**config.mk**
```make
export PLATFORM = sky130hd
export DESIGN_NAME = phy_pin_logic
export DESIGN_NICKNAME = d
export VERILOG_FILES = /design/src/design/phy_pin_pkg.sv /design/src/design/phy_pin_logic.sv
export SDC_FILE = /design/constraint.sdc
export NUM_CORES = 1
export LEC_CHECK = 0
export ABC_AREA = 1
export CORE_MARGIN = 1
export CORE_UTILIZATION = 35
export CTS_CLUSTER_SIZE = 8
export DETAILED_ROUTE_END_ITERATION = 12
export DONT_BUFFER_PORTS = 1
export HOLD_SLACK_MARGIN = 0.15
export SYNTH_ARGS = -nofsm -noshare
export SYNTH_HDL_FRONTEND = slang
export SYNTH_SLANG_ARGS = --single-unit
```
**constraint.sdc**
```tcl
create_clock -name clk_in -period 2.57 [get_ports clk_in]
set_input_delay 0.257 -clock clk_in [delete_from_list [all_inputs] [get_ports clk_in]]
set_output_delay 0.257 -clock clk_in [all_outputs]
set_load 0.02 [all_outputs]
```
**src/design/phy_pin_pkg.sv**
```systemverilog
`default_nettype none

package phy_pin_pkg;

  // ---------------------------------------------------------------
  // clock and timing
  // ---------------------------------------------------------------
  localparam int CLK_KHZ       = 125000;
  localparam int CLK_PERIOD_PS = 8000;
  localparam int HB_TIME_NS    = 1000;
  localparam int HB_CYC        = (HB_TIME_NS * 1000) / CLK_PERIOD_PS;
  localparam int RATE_100N_KHZ = 25000;
  localparam int RATE_10N_KHZ  = 2500;
  localparam int RATE_10S_KHZ  = 10000;
  localparam int ACC_MOD       = 250;
  localparam int ACC_DIV       = CLK_KHZ / ACC_MOD;
  localparam logic [8:0] STEP_100N = 9'((2 * RATE_100N_KHZ) / ACC_DIV);
  localparam logic [8:0] STEP_10N  = 9'((2 * RATE_10N_KHZ) / ACC_DIV);
  localparam logic [8:0] STEP_10S  = 9'((2 * RATE_10S_KHZ) / ACC_DIV);
  localparam logic [8:0] ACC_MOD_V = 9'(ACC_MOD);
  localparam logic [2:0] SYM_LAST  = 3'h4;
  localparam logic [3:0] STRAP_CYC = 4'h8;
  localparam logic       STRAP_BIT3 = 1'h0;

  // ---------------------------------------------------------------
  // register map
  // ---------------------------------------------------------------
  localparam logic [7:0]  CTRL_OFF   = 8'h00;
  localparam logic [7:0]  STAT_OFF   = 8'h04;
  localparam logic [4:0]  CTRL_MDREG = 5'h1C;
  localparam logic [9:0]  CTRL_RESET = 10'h000;
  localparam logic [1:0]  RESP_OKAY  = 2'h0;
  localparam logic [1:0]  RESP_SLV   = 2'h2;

  // ---------------------------------------------------------------
  // management frame
  // ---------------------------------------------------------------
  localparam logic [5:0] PRE_LEN  = 6'h20;
  localparam logic [3:0] HDR_LAST = 4'hC;
  localparam logic [3:0] DAT_LAST = 4'hF;
  localparam logic [1:0] OP_RD    = 2'h2;
  localparam logic [1:0] OP_WR    = 2'h1;

  // ---------------------------------------------------------------
  // line symbols
  // ---------------------------------------------------------------
  localparam logic [4:0] SYM_IDLE = 5'h1F;
  localparam logic [4:0] SYM_J    = 5'h18;
  localparam logic [4:0] SYM_T    = 5'h0D;
  localparam logic [4:0] SYM_HALT = 5'h04;

  // ---------------------------------------------------------------
  // types
  // ---------------------------------------------------------------
  typedef struct packed {
    logic xcvr_lb;
    logic line_code;
    logic align_byp;
    logic codec_byp;
    logic serial10;
    logic heartbeat;
    logic loopback;
    logic repeater;
    logic full_dup;
    logic speed10;
  } ctrl_t;

  typedef struct packed {
    logic       dv;
    logic       er;
    logic [3:0] rxd;
  } rx_mii_t;

  typedef enum logic [2:0] {
    MD_PRE  = 3'h0,
    MD_HDR  = 3'h1,
    MD_TA   = 3'h2,
    MD_DATA = 3'h3
  } md_state_t;

  function automatic logic [4:0] enc_sym(input logic [3:0] nib);
    case (nib)
      4'h0: enc_sym = 5'h1E;
      4'h1: enc_sym = 5'h09;
      4'h2: enc_sym = 5'h14;
      4'h3: enc_sym = 5'h15;
      4'h4: enc_sym = 5'h0A;
      4'h5: enc_sym = 5'h0B;
      4'h6: enc_sym = 5'h0E;
      4'h7: enc_sym = 5'h0F;
      4'h8: enc_sym = 5'h12;
      4'h9: enc_sym = 5'h13;
      4'hA: enc_sym = 5'h16;
      4'hB: enc_sym = 5'h17;
      4'hC: enc_sym = 5'h1A;
      4'hD: enc_sym = 5'h1B;
      4'hE: enc_sym = 5'h1C;
      default: enc_sym = 5'h1D;
    endcase
  endfunction

  // returns {valid, nibble}
  function automatic logic [4:0] dec_sym(input logic [4:0] sym);
    dec_sym = 5'h00;
    for (int i = 0; i < 16; i++) begin
      if (enc_sym(4'(i)) == sym) begin
        dec_sym = {1'h1, 4'(i)};
      end
    end
  endfunction

endpackage

`default_nettype wire

```
**src/design/phy_pin_logic.sv**
```systemverilog
`timescale 1ns/10ps
`default_nettype none

module phy_pin_logic (
  // clock and reset
  input  wire logic        clk_in,
  input  wire logic        rst_n_in,
  // axi4-lite slave
  input  wire logic        s_axi_awvalid,
  output logic             s_axi_awready,
  input  wire logic [7:0]  s_axi_awaddr,
  input  wire logic        s_axi_wvalid,
  output logic             s_axi_wready,
  input  wire logic [31:0] s_axi_wdata,
  input  wire logic [3:0]  s_axi_wstrb,
  output logic             s_axi_bvalid,
  input  wire logic        s_axi_bready,
  output logic [1:0]       s_axi_bresp,
  input  wire logic        s_axi_arvalid,
  output logic             s_axi_arready,
  input  wire logic [7:0]  s_axi_araddr,
  output logic             s_axi_rvalid,
  input  wire logic        s_axi_rready,
  output logic [31:0]      s_axi_rdata,
  output logic [1:0]       s_axi_rresp,
  // mii transmit side
  input  wire logic        tx_en_in,
  input  wire logic        tx_er_in,
  input  wire logic [3:0]  txd_in,
  // 10 Mb/s receive source and activity, collision at either speed
  input  wire logic [3:0]  rx10_data_in,
  input  wire logic        rx10_dv_in,
  input  wire logic        rx10_active_in,
  input  wire logic        collision_in,
  // mii receive outputs
  input  wire logic        rx_enable_in,
  output logic             rx_oe_out,
  output logic             rx_clk_out,
  output logic             rx_dv_out,
  output logic [3:0]       rxd_out,
  input  wire logic        rx_er_in,
  output logic             rx_er_out,
  output logic             rx_er_oe_out,
  // carrier and collision
  input  wire logic        crs_in,
  output logic             crs_out,
  output logic             crs_oe_out,
  output logic             col_out,
  // management
  input  wire logic        mdc_in,
  input  wire logic        mdio_in,
  output logic             mdio_out,
  output logic             mdio_oe_out,
  // transceiver side
  output logic             speed10_out,
  input  wire logic        line_code_select_in,
  output logic             line_code_select_out,
  output logic             line_code_select_oe_out,
  input  wire logic        transceiver_loopback_in,
  output logic             transceiver_loopback_out,
  output logic             transceiver_loopback_oe_out,
  output logic             td_out,
  input  wire logic        rd_in,
  input  wire logic        line_signal_present_in
);

  // ---------------------------------------------------------------
  // state
  // ---------------------------------------------------------------
  phy_pin_pkg::ctrl_t     ctrl_r, ctrl_nxt;
  logic [4:0]             strap_r, strap_nxt;
  logic [3:0]             strap_cnt_r, strap_cnt_nxt;
  logic                   aw_held_r, aw_held_nxt, w_held_r, w_held_nxt;
  logic [7:0]             aw_addr_r, aw_addr_nxt;
  logic [31:0]            w_data_r, w_data_nxt, rdata_nxt;
  logic                   bvalid_nxt, rvalid_nxt;
  logic [1:0]             bresp_nxt, rresp_nxt;
  logic [8:0]             acc_r, acc_nxt, step;
  logic                   rclk_r, rclk_nxt, fall_tick;
  phy_pin_pkg::rx_mii_t   hold_r, hold_nxt, rx_r, rx_nxt;
  logic                   hold_er4;
  logic [4:0]             rsh_r, rsh_nxt, tsh_r, tsh_nxt;
  logic [2:0]             rcnt_r, rcnt_nxt, tcnt_r, tcnt_nxt;
  logic                   inpkt_r, inpkt_nxt;
  logic                   tx_en_q_r;
  logic [7:0]             hb_cnt_r, hb_cnt_nxt;
  logic                   mdc_q_r, mdc_rise;
  phy_pin_pkg::md_state_t md_st_r, md_st_nxt;
  logic [5:0]             ones_r, ones_nxt;
  logic [3:0]             bcnt_r, bcnt_nxt;
  logic [12:0]            hdr_r, hdr_nxt;
  logic [15:0]            mdat_r, mdat_nxt;
  logic                   mrd_r, mrd_nxt, mdo_r, mdo_nxt, mdoe_r, mdoe_nxt;
  logic                   md_wr;
  logic                   bypass, half, crs_int, col_int, strap_done;
  logic [4:0]             dec, rsym;

  assign bypass     = ctrl_r.codec_byp | ctrl_r.align_byp;
  assign half       = ~ctrl_r.full_dup;
  assign strap_done = (strap_cnt_r == phy_pin_pkg::STRAP_CYC);
  assign mdc_rise   = mdc_in & ~mdc_q_r;

  // ---------------------------------------------------------------
  // register bus and control
  // ---------------------------------------------------------------
  assign s_axi_awready = ~aw_held_r;
  assign s_axi_wready  = ~w_held_r;
  assign s_axi_arready = ~s_axi_rvalid;

  always_comb begin
    aw_held_nxt = aw_held_r | s_axi_awvalid;
    aw_addr_nxt = (s_axi_awvalid & ~aw_held_r) ? s_axi_awaddr : aw_addr_r;
    w_held_nxt  = w_held_r | s_axi_wvalid;
    w_data_nxt  = (s_axi_wvalid & ~w_held_r) ? s_axi_wdata : w_data_r;
    bvalid_nxt  = s_axi_bvalid & ~s_axi_bready;
    bresp_nxt   = s_axi_bresp;
    ctrl_nxt    = ctrl_r;
    // management write to control word
    if (md_wr) begin
      ctrl_nxt = phy_pin_pkg::ctrl_t'({mdat_r[8:0], mdio_in});
    end
    if (aw_held_r & w_held_r & ~s_axi_bvalid) begin
      aw_held_nxt = 1'h0;
      w_held_nxt  = 1'h0;
      bvalid_nxt  = 1'h1;
      bresp_nxt   = phy_pin_pkg::RESP_SLV;
      if (aw_addr_r == phy_pin_pkg::CTRL_OFF) begin
        bresp_nxt = phy_pin_pkg::RESP_OKAY;
        if (s_axi_wstrb[0]) begin
          ctrl_nxt[7:0] = w_data_r[7:0];
        end
        if (s_axi_wstrb[1]) begin
          ctrl_nxt[9:8] = w_data_r[9:8];
        end
      end else if (aw_addr_r == phy_pin_pkg::STAT_OFF) begin
        bresp_nxt = phy_pin_pkg::RESP_OKAY;
      end
    end
    rvalid_nxt = s_axi_rvalid & ~s_axi_rready;
    rdata_nxt  = s_axi_rdata;
    rresp_nxt  = s_axi_rresp;
    if (s_axi_arvalid & ~s_axi_rvalid) begin
      rvalid_nxt = 1'h1;
      rresp_nxt  = phy_pin_pkg::RESP_OKAY;
      if (s_axi_araddr == phy_pin_pkg::CTRL_OFF) begin
        rdata_nxt = {22'h000000, ctrl_r};
      end else if (s_axi_araddr == phy_pin_pkg::STAT_OFF) begin
        rdata_nxt = {21'h000000, strap_done, line_signal_present_in, inpkt_r,
                     col_int, crs_int, 1'h0, strap_r};
      end else begin
        rdata_nxt = 32'h00000000;
        rresp_nxt = phy_pin_pkg::RESP_SLV;
      end
    end
    strap_cnt_nxt = strap_done ? strap_cnt_r : strap_cnt_r + 4'h1;
    strap_nxt     = strap_r;
    // sense address straps while pins are released
    if (strap_cnt_r == phy_pin_pkg::STRAP_CYC - 4'h1) begin
      strap_nxt = {rx_er_in, phy_pin_pkg::STRAP_BIT3, crs_in, line_code_select_in,
                   transceiver_loopback_in};
    end
  end

  always_ff @(posedge clk_in or negedge rst_n_in) begin
    if (!rst_n_in) begin
      ctrl_r       <= phy_pin_pkg::CTRL_RESET;
      aw_held_r    <= 1'h0;
      aw_addr_r    <= 8'h00;
      w_held_r     <= 1'h0;
      w_data_r     <= 32'h00000000;
      s_axi_bvalid <= 1'h0;
      s_axi_bresp  <= 2'h0;
      s_axi_rvalid <= 1'h0;
      s_axi_rdata  <= 32'h00000000;
      s_axi_rresp  <= 2'h0;
      strap_cnt_r  <= 4'h0;
      strap_r      <= 5'h00;
    end else begin
      ctrl_r       <= ctrl_nxt;
      aw_held_r    <= aw_held_nxt;
      aw_addr_r    <= aw_addr_nxt;
      w_held_r     <= w_held_nxt;
      w_data_r     <= w_data_nxt;
      s_axi_bvalid <= bvalid_nxt;
      s_axi_bresp  <= bresp_nxt;
      s_axi_rvalid <= rvalid_nxt;
      s_axi_rdata  <= rdata_nxt;
      s_axi_rresp  <= rresp_nxt;
      strap_cnt_r  <= strap_cnt_nxt;
      strap_r      <= strap_nxt;
    end
  end

  // ---------------------------------------------------------------
  // management frames
  // ---------------------------------------------------------------
  always_comb begin
    md_st_nxt = md_st_r;
    ones_nxt  = ones_r;
    bcnt_nxt  = bcnt_r;
    hdr_nxt   = hdr_r;
    mdat_nxt  = mdat_r;
    mrd_nxt   = mrd_r;
    mdo_nxt   = mdo_r;
    mdoe_nxt  = mdoe_r;
    md_wr     = 1'h0;
    if (mdc_rise) begin
      case (md_st_r)
        phy_pin_pkg::MD_PRE: begin
          if (mdio_in) begin
            ones_nxt = (ones_r == phy_pin_pkg::PRE_LEN) ? ones_r : ones_r + 6'h01;
          end else begin
            ones_nxt = 6'h00;
            bcnt_nxt = 4'h0;
            if (ones_r == phy_pin_pkg::PRE_LEN) begin
              md_st_nxt = phy_pin_pkg::MD_HDR;
            end
          end
        end
        phy_pin_pkg::MD_HDR: begin
          hdr_nxt  = {hdr_r[11:0], mdio_in};
          bcnt_nxt = bcnt_r + 4'h1;
          if (bcnt_r == phy_pin_pkg::HDR_LAST) begin
            bcnt_nxt  = 4'h0;
            md_st_nxt = phy_pin_pkg::MD_PRE;
            mrd_nxt   = (hdr_nxt[11:10] == phy_pin_pkg::OP_RD);
            mdat_nxt  = (hdr_nxt[4:0] == phy_pin_pkg::CTRL_MDREG) ?
                        {6'h00, ctrl_r} : 16'h0000;
            if (hdr_nxt[12] && hdr_nxt[9:5] == strap_r &&
                (mrd_nxt || hdr_nxt[11:10] == phy_pin_pkg::OP_WR)) begin
              md_st_nxt = phy_pin_pkg::MD_TA;
            end
          end
        end
        phy_pin_pkg::MD_TA: begin
          bcnt_nxt = bcnt_r + 4'h1;
          // drive only on read turnaround and data
          if (bcnt_r == 4'h0) begin
            mdoe_nxt = mrd_r;
            mdo_nxt  = 1'h0;
          end else begin
            bcnt_nxt  = 4'h0;
            md_st_nxt = phy_pin_pkg::MD_DATA;
            mdo_nxt   = mdat_r[15];
            mdat_nxt  = {mdat_r[14:0], 1'h0};
          end
        end
        phy_pin_pkg::MD_DATA: begin
          bcnt_nxt = bcnt_r + 4'h1;
          mdo_nxt  = mdat_r[15];
          mdat_nxt = mrd_r ? {mdat_r[14:0], 1'h0} : {mdat_r[14:0], mdio_in};
          if (bcnt_r == phy_pin_pkg::DAT_LAST) begin
            md_wr     = ~mrd_r;
            mdoe_nxt  = 1'h0;
            md_st_nxt = phy_pin_pkg::MD_PRE;
          end
        end
        default: begin
          md_st_nxt = phy_pin_pkg::MD_PRE;
        end
      endcase
    end
  end

  always_ff @(posedge clk_in or negedge rst_n_in) begin
    if (!rst_n_in) begin
      mdc_q_r <= 1'h0;
      md_st_r <= phy_pin_pkg::MD_PRE;
      ones_r  <= 6'h00;
      bcnt_r  <= 4'h0;
      hdr_r   <= 13'h0000;
      mdat_r  <= 16'h0000;
      mrd_r   <= 1'h0;
      mdo_r   <= 1'h0;
      mdoe_r  <= 1'h0;
    end else begin
      mdc_q_r <= mdc_in;
      md_st_r <= md_st_nxt;
      ones_r  <= ones_nxt;
      bcnt_r  <= bcnt_nxt;
      hdr_r   <= hdr_nxt;
      mdat_r  <= mdat_nxt;
      mrd_r   <= mrd_nxt;
      mdo_r   <= mdo_nxt;
      mdoe_r  <= mdoe_nxt;
    end
  end

  assign mdio_out    = mdo_r;
  assign mdio_oe_out = mdoe_r;

  // ---------------------------------------------------------------
  // serial line and receive path
  // ---------------------------------------------------------------
  assign rsym     = {rsh_r[3:0], rd_in};
  assign dec      = phy_pin_pkg::dec_sym(rsym);
  // fifth raw bit rides on error
  assign hold_er4 = bypass & rsym[4];

  always_comb begin
    // one code bit per cycle each way
    rsh_nxt   = rsym;
    rcnt_nxt  = (rcnt_r == phy_pin_pkg::SYM_LAST) ? 3'h0 : rcnt_r + 3'h1;
    tcnt_nxt  = (tcnt_r == phy_pin_pkg::SYM_LAST) ? 3'h0 : tcnt_r + 3'h1;
    tsh_nxt   = {tsh_r[3:0], 1'h0};
    inpkt_nxt = inpkt_r;
    hold_nxt  = hold_r;
    if (tcnt_r == phy_pin_pkg::SYM_LAST) begin
      tsh_nxt = phy_pin_pkg::SYM_IDLE;
      if (bypass) begin
        tsh_nxt = {tx_er_in, txd_in};
      end else if (tx_en_in & tx_er_in) begin
        tsh_nxt = phy_pin_pkg::SYM_HALT;
      end else if (tx_en_in) begin
        tsh_nxt = phy_pin_pkg::enc_sym(txd_in);
      end
    end
    if (!line_signal_present_in) begin
      inpkt_nxt = 1'h0;
    end else if (!inpkt_r && rsym == phy_pin_pkg::SYM_J && !ctrl_r.align_byp) begin
      inpkt_nxt = 1'h1;
      rcnt_nxt  = 3'h0;
    end else if (rcnt_r == phy_pin_pkg::SYM_LAST && inpkt_r &&
                 (rsym == phy_pin_pkg::SYM_T || rsym == phy_pin_pkg::SYM_IDLE)) begin
      inpkt_nxt = 1'h0;
    end
    if (ctrl_r.speed10) begin
      hold_nxt = '{dv: rx10_dv_in, er: 1'h0, rxd: rx10_data_in};
      if (ctrl_r.serial10) begin
        hold_nxt.rxd = {3'h0, rx10_data_in[0]};
      end
    end else if (ctrl_r.align_byp) begin
      if (rcnt_r == phy_pin_pkg::SYM_LAST) begin
        hold_nxt = '{dv: line_signal_present_in, er: hold_er4, rxd: rsym[3:0]};
      end
    end else if (rcnt_r == phy_pin_pkg::SYM_LAST) begin
      hold_nxt = '{dv: inpkt_nxt, er: inpkt_nxt & ~dec[4], rxd: dec[3:0]};
      if (ctrl_r.codec_byp) begin
        hold_nxt = '{dv: inpkt_nxt, er: hold_er4, rxd: rsym[3:0]};
      end
    end
  end

  always_ff @(posedge clk_in or negedge rst_n_in) begin
    if (!rst_n_in) begin
      rsh_r   <= 5'h00;
      rcnt_r  <= 3'h0;
      tcnt_r  <= 3'h0;
      tsh_r   <= phy_pin_pkg::SYM_IDLE;
      inpkt_r <= 1'h0;
      hold_r  <= '0;
    end else begin
      rsh_r   <= rsh_nxt;
      rcnt_r  <= rcnt_nxt;
      tcnt_r  <= tcnt_nxt;
      tsh_r   <= tsh_nxt;
      inpkt_r <= inpkt_nxt;
      hold_r  <= hold_nxt;
    end
  end

  assign td_out = tsh_r[4];

  // ---------------------------------------------------------------
  // receive clock and mii outputs
  // ---------------------------------------------------------------
  always_comb begin
    step = ctrl_r.speed10 ? (ctrl_r.serial10 ? phy_pin_pkg::STEP_10S :
                             phy_pin_pkg::STEP_10N) : phy_pin_pkg::STEP_100N;
    acc_nxt   = acc_r + step;
    fall_tick = 1'h0;
    rclk_nxt  = rclk_r;
    rx_nxt    = rx_r;
    if (acc_nxt >= phy_pin_pkg::ACC_MOD_V) begin
      acc_nxt   = acc_nxt - phy_pin_pkg::ACC_MOD_V;
      rclk_nxt  = ~rclk_r;
      fall_tick = rclk_r;
    end
    if (fall_tick) begin
      rx_nxt = hold_r;
    end
  end

  always_ff @(posedge clk_in or negedge rst_n_in) begin
    if (!rst_n_in) begin
      acc_r  <= 9'h000;
      rclk_r <= 1'h0;
      rx_r   <= '0;
    end else begin
      acc_r  <= acc_nxt;
      rclk_r <= rclk_nxt;
      rx_r   <= rx_nxt;
    end
  end

  assign rx_clk_out   = rclk_r;
  assign rx_dv_out    = rx_r.dv;
  assign rxd_out      = rx_r.rxd;
  assign rx_er_out    = rx_r.er;
  assign rx_oe_out    = rx_enable_in;
  assign rx_er_oe_out = rx_enable_in & strap_done;

  // ---------------------------------------------------------------
  // carrier, collision, heartbeat
  // ---------------------------------------------------------------
  always_comb begin
    hb_cnt_nxt = (hb_cnt_r == 8'h00) ? 8'h00 : hb_cnt_r - 8'h01;
    if (tx_en_q_r && !tx_en_in && ctrl_r.speed10 && half && ctrl_r.heartbeat) begin
      hb_cnt_nxt = 8'(phy_pin_pkg::HB_CYC);
    end
  end

  always_ff @(posedge clk_in or negedge rst_n_in) begin
    if (!rst_n_in) begin
      tx_en_q_r <= 1'h0;
      hb_cnt_r  <= 8'h00;
    end else begin
      tx_en_q_r <= tx_en_in;
      hb_cnt_r  <= hb_cnt_nxt;
    end
  end

  assign crs_int = (ctrl_r.speed10 ? rx10_active_in : inpkt_r) |
                   (tx_en_in & half & ~ctrl_r.repeater & ~ctrl_r.loopback);
  assign col_int = half & (collision_in | (hb_cnt_r != 8'h00));

  assign crs_out    = crs_int;
  assign crs_oe_out = strap_done;
  assign col_out    = col_int;

  // ---------------------------------------------------------------
  // transceiver controls
  // ---------------------------------------------------------------
  // speed indication
  assign speed10_out                 = ctrl_r.speed10;
  assign line_code_select_out        = ctrl_r.line_code;
  assign line_code_select_oe_out     = strap_done;
  assign transceiver_loopback_out    = ctrl_r.xcvr_lb;
  assign transceiver_loopback_oe_out = strap_done;

endmodule

`default_nettype wire

```
==> results of run 1 <==
worst reg2reg max path, stage by stage, from the launching register on:
cell and delay (ps):
dfrtp_2 380, clkinvlp_4 100, nor2_4 110, ha_4 150
inv_2 40, fa_2 610, ha_4 150, inv_2 30
or2_4 210, nand4_1 100, nor2_2 60, nand2_2 80
nand2_4 80, clkbuf_16 180, xor2_1 130
state kept, by name (all words and copies together) (netlist names), 7 cells and up:
name         count
w_data_r        10
hdr_r           12
hb_cnt_r         8
acc_r            8
s_axi_rdata     11
mdat_r          16
aw_addr_r        8
ctrl_r           7
final timing paths:
| check | from | slack, ps | endpoint |
|---|---|---|---|
| max | speed10_out | 20 | rx_clk_out |
| min | rst_n_in | -470 | strap_cnt_r[1] |
| max reg2reg | speed10_out | 20 | rx_clk_out |
| min reg2reg | tsh_r[1] | 460 | tsh_r[2] |
| max in group asynchronous | rst_n_in | 2670 | tsh_r[3] |
| min in group clk_in | rx10_active_in | 220 | s_axi_rdata[6] |
report_power, final:
| part | switching (mW) | internal (mW) |
|---|---|---|
| Combinational | 2.23 | 1.63 |
| Clock | 0.937 | 1.66 |
| Sequential | 0.604 | 2.96 |
| Total | 3.77 | 6.24 |
metrics by stage:
step | setup TNS [ps] | setup slack, ps | hold slack (ps) | instance area [um2]
2_1_floorplan | -2590 | -196 | -38.6 | 7430
3_3_place_gp | 0 | 19.1 | -35.6 | 7600
3_5_place_dp | -136 | -27.2 | -33.2 | 7600
4_1_cts | 0 | 12.2 | -485 | 8710
5_1_grt | -652 | -69.3 | -488 | 8840
6_report | 0 | 24.9 | -466 | 8840
synth_stat cells (all sizes together) (11+ instances only):
| cell | number |
|---|---|
| o211ai | 12 |
| o21ai | 82 |
| ha | 19 |
| nor3 | 13 |
| nand2 | 180 |
| buf | 36 |
| dfrtp | 138 |
| xor2 | 11 |
| nor2 | 74 |
| inv | 127 |
| nand3 | 68 |
| nand4 | 16 |
| a21oi | 35 |
final cells by class:
cell class              count  share of cell area
multi-input cells         581               0.353
repair buffers             70              0.0787
well taps                 270              0.0382
clock inverters            11              0.0185
clock buffers              19              0.0513
flip-flops and latches    143               0.406
inverters                 127              0.0544
logic make-up after synthesis:
family / count (synthesis) / synth area share
and+or+nand+nor: 359 / 0.215
AOI/OAI and AO/OA: 156 / 0.120
buffers and inverters: 172 / 0.106
adders and majority gates: 20 / 0.0353
DFF: 143 / 0.491
xor gates and xnor gates: 14 / 0.0178
other: 1 / 0.000513
muxes: 9 / 0.0139
routing by layer:
metal / global-route usage / share of wire / vias up
met2: 0.273 / 0.47 / 153
met5: 0 / 0 / -
met1: 0.218 / 0.46 / 2762
met4: 0.0688 / 0.020 / 0
met3: 0.0409 / 0.050 / 24
li1: - / - / 2940
what timing repair did:
item,4_1_cts,5_1_grt
gates cloned,0,2
buffers inserted,0,3
endpoints found under the hold margin,196,143
pin swaps,1,9
gates resized for setup,1,12
endpoints found under the setup margin,8,14
==> out/metrics.yaml, run 1 <==
synth_cell_types: 46
track_usage: 0.170
via_count: 5879
synth_top_area_frac: 0.473
num_antenna_cells: 0
drc: 0
max_slew_margin: 0.399
final-max-slew-violation-count: 0
critPathSlowestCell: "fa_2"
die-width_um: 146
synth-async-reset-ratio: 1.00
worstPathArrival_ps: 2820
violations: "hold timing"
worstSetupPathType: "reg2reg"
crit_required_ps: 2850
core.rowCount: 52
wirelength_um: 17400
period_needed_ps: 2550
whs_ps: -466
startpoint_type: "flop"
synthesis.area_um2: 7310
cellLeakagePower_nw: 4.25
rr_worst_depth: 14
die_h_um: 146
synth_edf_count: 0
drive_gt1_frac: 0.109
via_per_inst: 4.81
synth.area.top_cells: "dfrtp_1 (47%), nand2_1 (8.9%), inv_1 (6.4%), o21ai_0 (5.2%), nand3_1 (4.6%)"
root_buffer: "clkbuf_16"
critPathTopFamily: "adder cells"
firstDrtPassIters: 5
cp.depth: 14
place.gp.congestion: 0.872
ys_seq_elements: 143
ys_seq_area_frac: 0.491
synth_top_area_cell: "dfrtp_1"
fp.coreArea_um2: 20400
grt_max_degree: 144
regArea_um2: 3590
syn_avg_cell_area_um2: 8.36
hold_path_class: "in2async"
cts_buffers: 17
syn_to_final_growth_pct: 20.9
max_freq_mhz: 393
cts.htree.levels: 4
cts_tree: "yes"
num-nets-final: 1041
first_global_vias: 5724
port_buffers: 0
rsz0062_at_grt: "true"
cts-hold-fix-buffers: 49
start_util: 0.359
placed_cells: 1137
multiInputGateArea_um2: 3120
dr.first_iter.drc_count: 482
overflow: 0
clk_latency_ps: 420
synthFlopType: "dfrtp_1"
fin_skew_ps: 11.8
maxCapViolCount: 0
clock_path_buffers: 2
final_cell_mix: "nand2_1 (169), dfrtp_1 (137), inv_1 (121), o21ai_0 (76), nor2_1 (68)"
worst-path-buf-inv: 4
hold_violations: 143
io_pins: 142
cts_sinks: 143
tightest_slew_ps: 892
setup_viol: 0
powerDensity_nw_per_um2: 1130
fin_cells: 1221
totalPowerFinal_mw: 10.0
cp_max_fo: 10
final_antenna_net_count: 0
synthCells: 874
layout_commonest_cell: "nand2_1"
nFillCells: 1997
outcome: "complete, but fails checks"
ys_warn_count: 0
antenna_found_initial: 1
dieArea_um2: 21500
post-route-period-util: 0.990
crit_path_end_kind: "flop"
grt_pass1_wl_um: 28500
path_cells: "clkinvlp_4, nor2_4, ha_4, inv_2, fa_2, ha_4, inv_2, or2_4, nand4_1, nor2_2, nand2_2, nand2_4, clkbuf_16, xor2_1"
vdd.ir_drop.worst_uv: 672
dp_hpwl_um: 12100
wl_per_cell_um: 14.3
cpPeakStageDelay_ps: 610
final_core_util: 0.434
path_clk_slew_ps: 60
Power figures use the tool's default switching activity.
==> run 2, diff against run 1 <==
--- a/config.mk
+++ b/config.mk
@@ -5,7 +5,7 @@
 export SDC_FILE = /design/constraint.sdc
 export NUM_CORES = 1
 export LEC_CHECK = 0
-export ABC_AREA = 1
+export ABC_AREA = 0
 export CORE_MARGIN = 1
 export CORE_UTILIZATION = 35
 export CTS_CLUSTER_SIZE = 8
==> run 2 against run 1 <==
The run ends with hold timing, setup timing left. Cell count down 15%. Worst setup slack lost 170 ps. Wire length down 9.9%. Count of clock-buffer cells in the layout is the same. Area after synthesis is 1.6% lower. Maximum frequency shrank 6.4%. Worst hold slack worse by 0.76 ps. Critical path type unchanged.
==> out/metrics.yaml, run 2 <==
outcome: "complete, but fails checks"
violations: "hold timing, setup timing"
met2_usage: 0.241  # -0.0325
post-route-period-util: 1.06  # +0.0675
synth_top_area_frac: 0.480  # +0.00765
max_freq_mhz: 368  # -6.4%
die-width_um: 145  # -0.79%
placed_cells: 959  # -16%
largest-register: "mdat_r"
setup_viol: 9  # +9
num_antenna_cells: 0  # unchanged
maxCapViolCount: 0  # unchanged
io_pins: 142  # unchanged
firstDrtPassIters: 7  # +2
rsz0062_at_grt: "true"
hold_violations: 143  # unchanged
dr.first_iter.drc_count: 287  # -40%
fp.coreArea_um2: 20200  # -0.96%
hold_path_class: "in2async"
synthesis.area_um2: 7190  # -1.6%
path_clk_slew_ps: 70  # about the same
drc: 0  # unchanged
cellLeakagePower_nw: 3.89  # -8.4%
grt_pass1_wl_um: 26300  # -7.9%
r2r_slack_ps: -150  # -170 ps
overflow: 0  # unchanged
use_met3: 0.0354  # -0.00551
startpoint_type: "flop"
drive_gt1_frac: 0.206  # +0.0966
synthFlopType: "dfrtp_1"
place.gp.congestion: 0.785  # -10%
top_regs: "mdat_r x16, hdr_r x12, s_axi_rdata x11"
via_count: 5155  # -12%
gr-usage-met1: 0.210  # -0.00842
yosysMostFrequentCell: "dfrtp_1"
dieArea_um2: 21100  # -1.6%
cts_buffers: 17  # unchanged
num-nets-final: 860  # -17%
wl_per_cell_um: 15.1  # +5.6%
post-route-worst-setup-slack_ps: -149  # -173 ps
final_cell_mix: "dfrtp_1 (137), nand2_1 (54), nor2_1 (47), dlygate4sd3_1 (46), o21ai_0 (44)"
powerDensity_nw_per_um2: 1080  # -4.8%
cts_sinks: 143  # unchanged
whs_ps: -467  # -0.757 ps
clock_path_buffers: 2  # unchanged
first_global_vias: 5178  # -9.5%
vdd.ir_drop.worst_uv: 685  # +1.8%
tightest_slew_ps: 1100  # +213 ps
fin_setup_tns_ps: -987  # -987 ps
syn_avg_cell_area_um2: 10.5  # +26%
synth_top_area_cell: "dfrtp_1"
cpPeakStageDelay_ps: 580  # -30 ps
port_buffers: 0  # unchanged
ys_seq_area_frac: 0.499  # +0.00794
rr_worst_depth: 11  # -3
period_needed_ps: 2720  # +173 ps
dp_hpwl_um: 10600  # -12%
cts-hold-fix-buffers: 46  # -6.1%
cts_tree: "yes"
final_core_util: 0.438  # +0.00401
regArea_um2: 3590  # unchanged
synth_cell_types: 75  # +63%
largest_reg_flops: 16  # unchanged
synth-async-reset-ratio: 1.00  # unchanged
track_usage: 0.155  # -0.0144
via_per_inst: 4.95  # +2.7%
worstPathArrival_ps: 3030  # +210 ps
wirelength_um: 15700  # -9.9%
critPathSlowestCell: "fa_2"
synthCells: 685  # -22%
grt_max_degree: 144  # unchanged
root_buffer: "clkbuf_16"
final-max-slew-violation-count: 0  # unchanged
final_antenna_net_count: 0  # unchanged
ys_warn_count: 0  # unchanged
nFillCells: 1904  # -4.7%
ys_seq_elements: 143  # unchanged
fin_cells: 1042  # -15%
crit_required_ps: 2880  # +30 ps
core.rowCount: 52  # unchanged
layout_commonest_cell: "dfrtp_1"
ys_top_cells_by_count: "dfrtp_1 (138), nand2_1 (54), nor2_1 (49)"
max_slew_margin: 0.258  # -0.141
multiInputGateArea_um2: 3380  # +8.3%
worstSetupPathType: "reg2reg"
antenna_found_initial: 0  # -1
crit_path_end_kind: "flop"
die_h_um: 145  # -0.79%
cts.htree.levels: 4  # unchanged
fin_skew_ps: 11.3  # -0.496 ps
cp_max_fo: 6  # -4
top_usage_layer: "met2"
path_cells: "nor2_4, ha_4, inv_2, fa_2, ha_4, inv_2, o21a_1, o2111a_1, a211oi_4, nand2b_4, mux2_4"
start_util: 0.357  # -0.00230
clk_latency_ps: 430  # about the same
synth_edf_count: 0  # unchanged
syn_to_final_growth_pct: 22.8
synth.area.top_cells: "dfrtp_1 (48%), mux2_2 (6.1%), ha_1 (3.3%), mux2i_1 (3.2%), o21ai_0 (3.1%)"
run 2: changes by cell type in the layout (fill, tap and decap cells not counted), moves of 11 or more:
cell     change
a22oi_1     +11
buf_4       +21
inv_1       -86
mux2_2      +30
mux2i_1     +23
nand2_1    -115
nand3_1     -47
nand4_1     -12
nor2_1      -21
o21ai_0     -32
xnor2_1     +11
run 2: final cells by class:
cell class | instances | area share
repair buffers | 85 | 0.0853
inverters | 39 | 0.0166
multi-input cells | 473 | 0.382
clock buffers | 19 | 0.0513
clock inverters | 13 | 0.0201
flip-flops and latches | 143 | 0.406
well taps | 270 | 0.0382
run 2: through the flow:
| step | total power [mW] | setup slack, ps | instance area (um2) |
|---|---|---|---|
| final | 9.53 | -149 | 8830 |
| after global routing | 10.1 | -238 | 8830 |
| after CTS | 9.41 | -176 | 8750 |
| after detailed placement | 6.54 | -187 | 7600 |
| after global placement | 6.49 | -147 | 7600 |
| after floorplan | 5.76 | -495 | 7310 |
run 2: logic make-up (layout without fill, tap and decap cells):
family | Yosys count | in the layout | synth area share
xor+xnor | 27 | 27 | 0.0329
other cells | 1 | 23 | 0.000522
mux | 68 | 68 | 0.106
compound gates | 144 | 144 | 0.133
flops | 143 | 143 | 0.499
fa+ha+maj | 21 | 21 | 0.0372
simple gates | 190 | 190 | 0.129
buf+inv | 91 | 156 | 0.0633
run 2: final timing paths:
kind,startpoint,to
max reg2reg,ctrl_r[5],rx_dv_out
min in group clk_in,mdc_in,bcnt_r[0]
max in group asynchronous,rst_n_in,hold_r[5]
min,rst_n_in,tcnt_r[2]
min reg2reg,tcnt_r[0],tcnt_r[0]
max,ctrl_r[5],rx_dv_out
run 2: where the power goes:
part	switching [mW]	leakage, nW	internal [mW]
Clock	1.01	0.296	1.60
Sequential	0.628	1.78	2.89
Combinational	1.62	1.82	1.78
Total	3.26	3.89	6.27
run 2: critical path, delay by kind of cell, from the launching register on:
family	cells	cell delay (ps)
simple gates	2	380
mux	1	320
compound gates	3	560
buf+inv	2	60
flops	1	410
fa+ha+maj	3	870
run 2: metal layers:
layer	part of all wire	up-vias
met5	0	-
met2	0.47	97
met3	0.034	22
met4	0.018	0
li1	-	2500
met1	0.48	2536
run 2: repair_timing:
action | CTS | global route
setup endpoints to repair | 11 | 16
gates cloned | 0 | 0
resized for setup | 7 | 11
endpoints found under the hold margin | 210 | 143
pin swaps | 6 | 7
setup buffers | 2 | 3
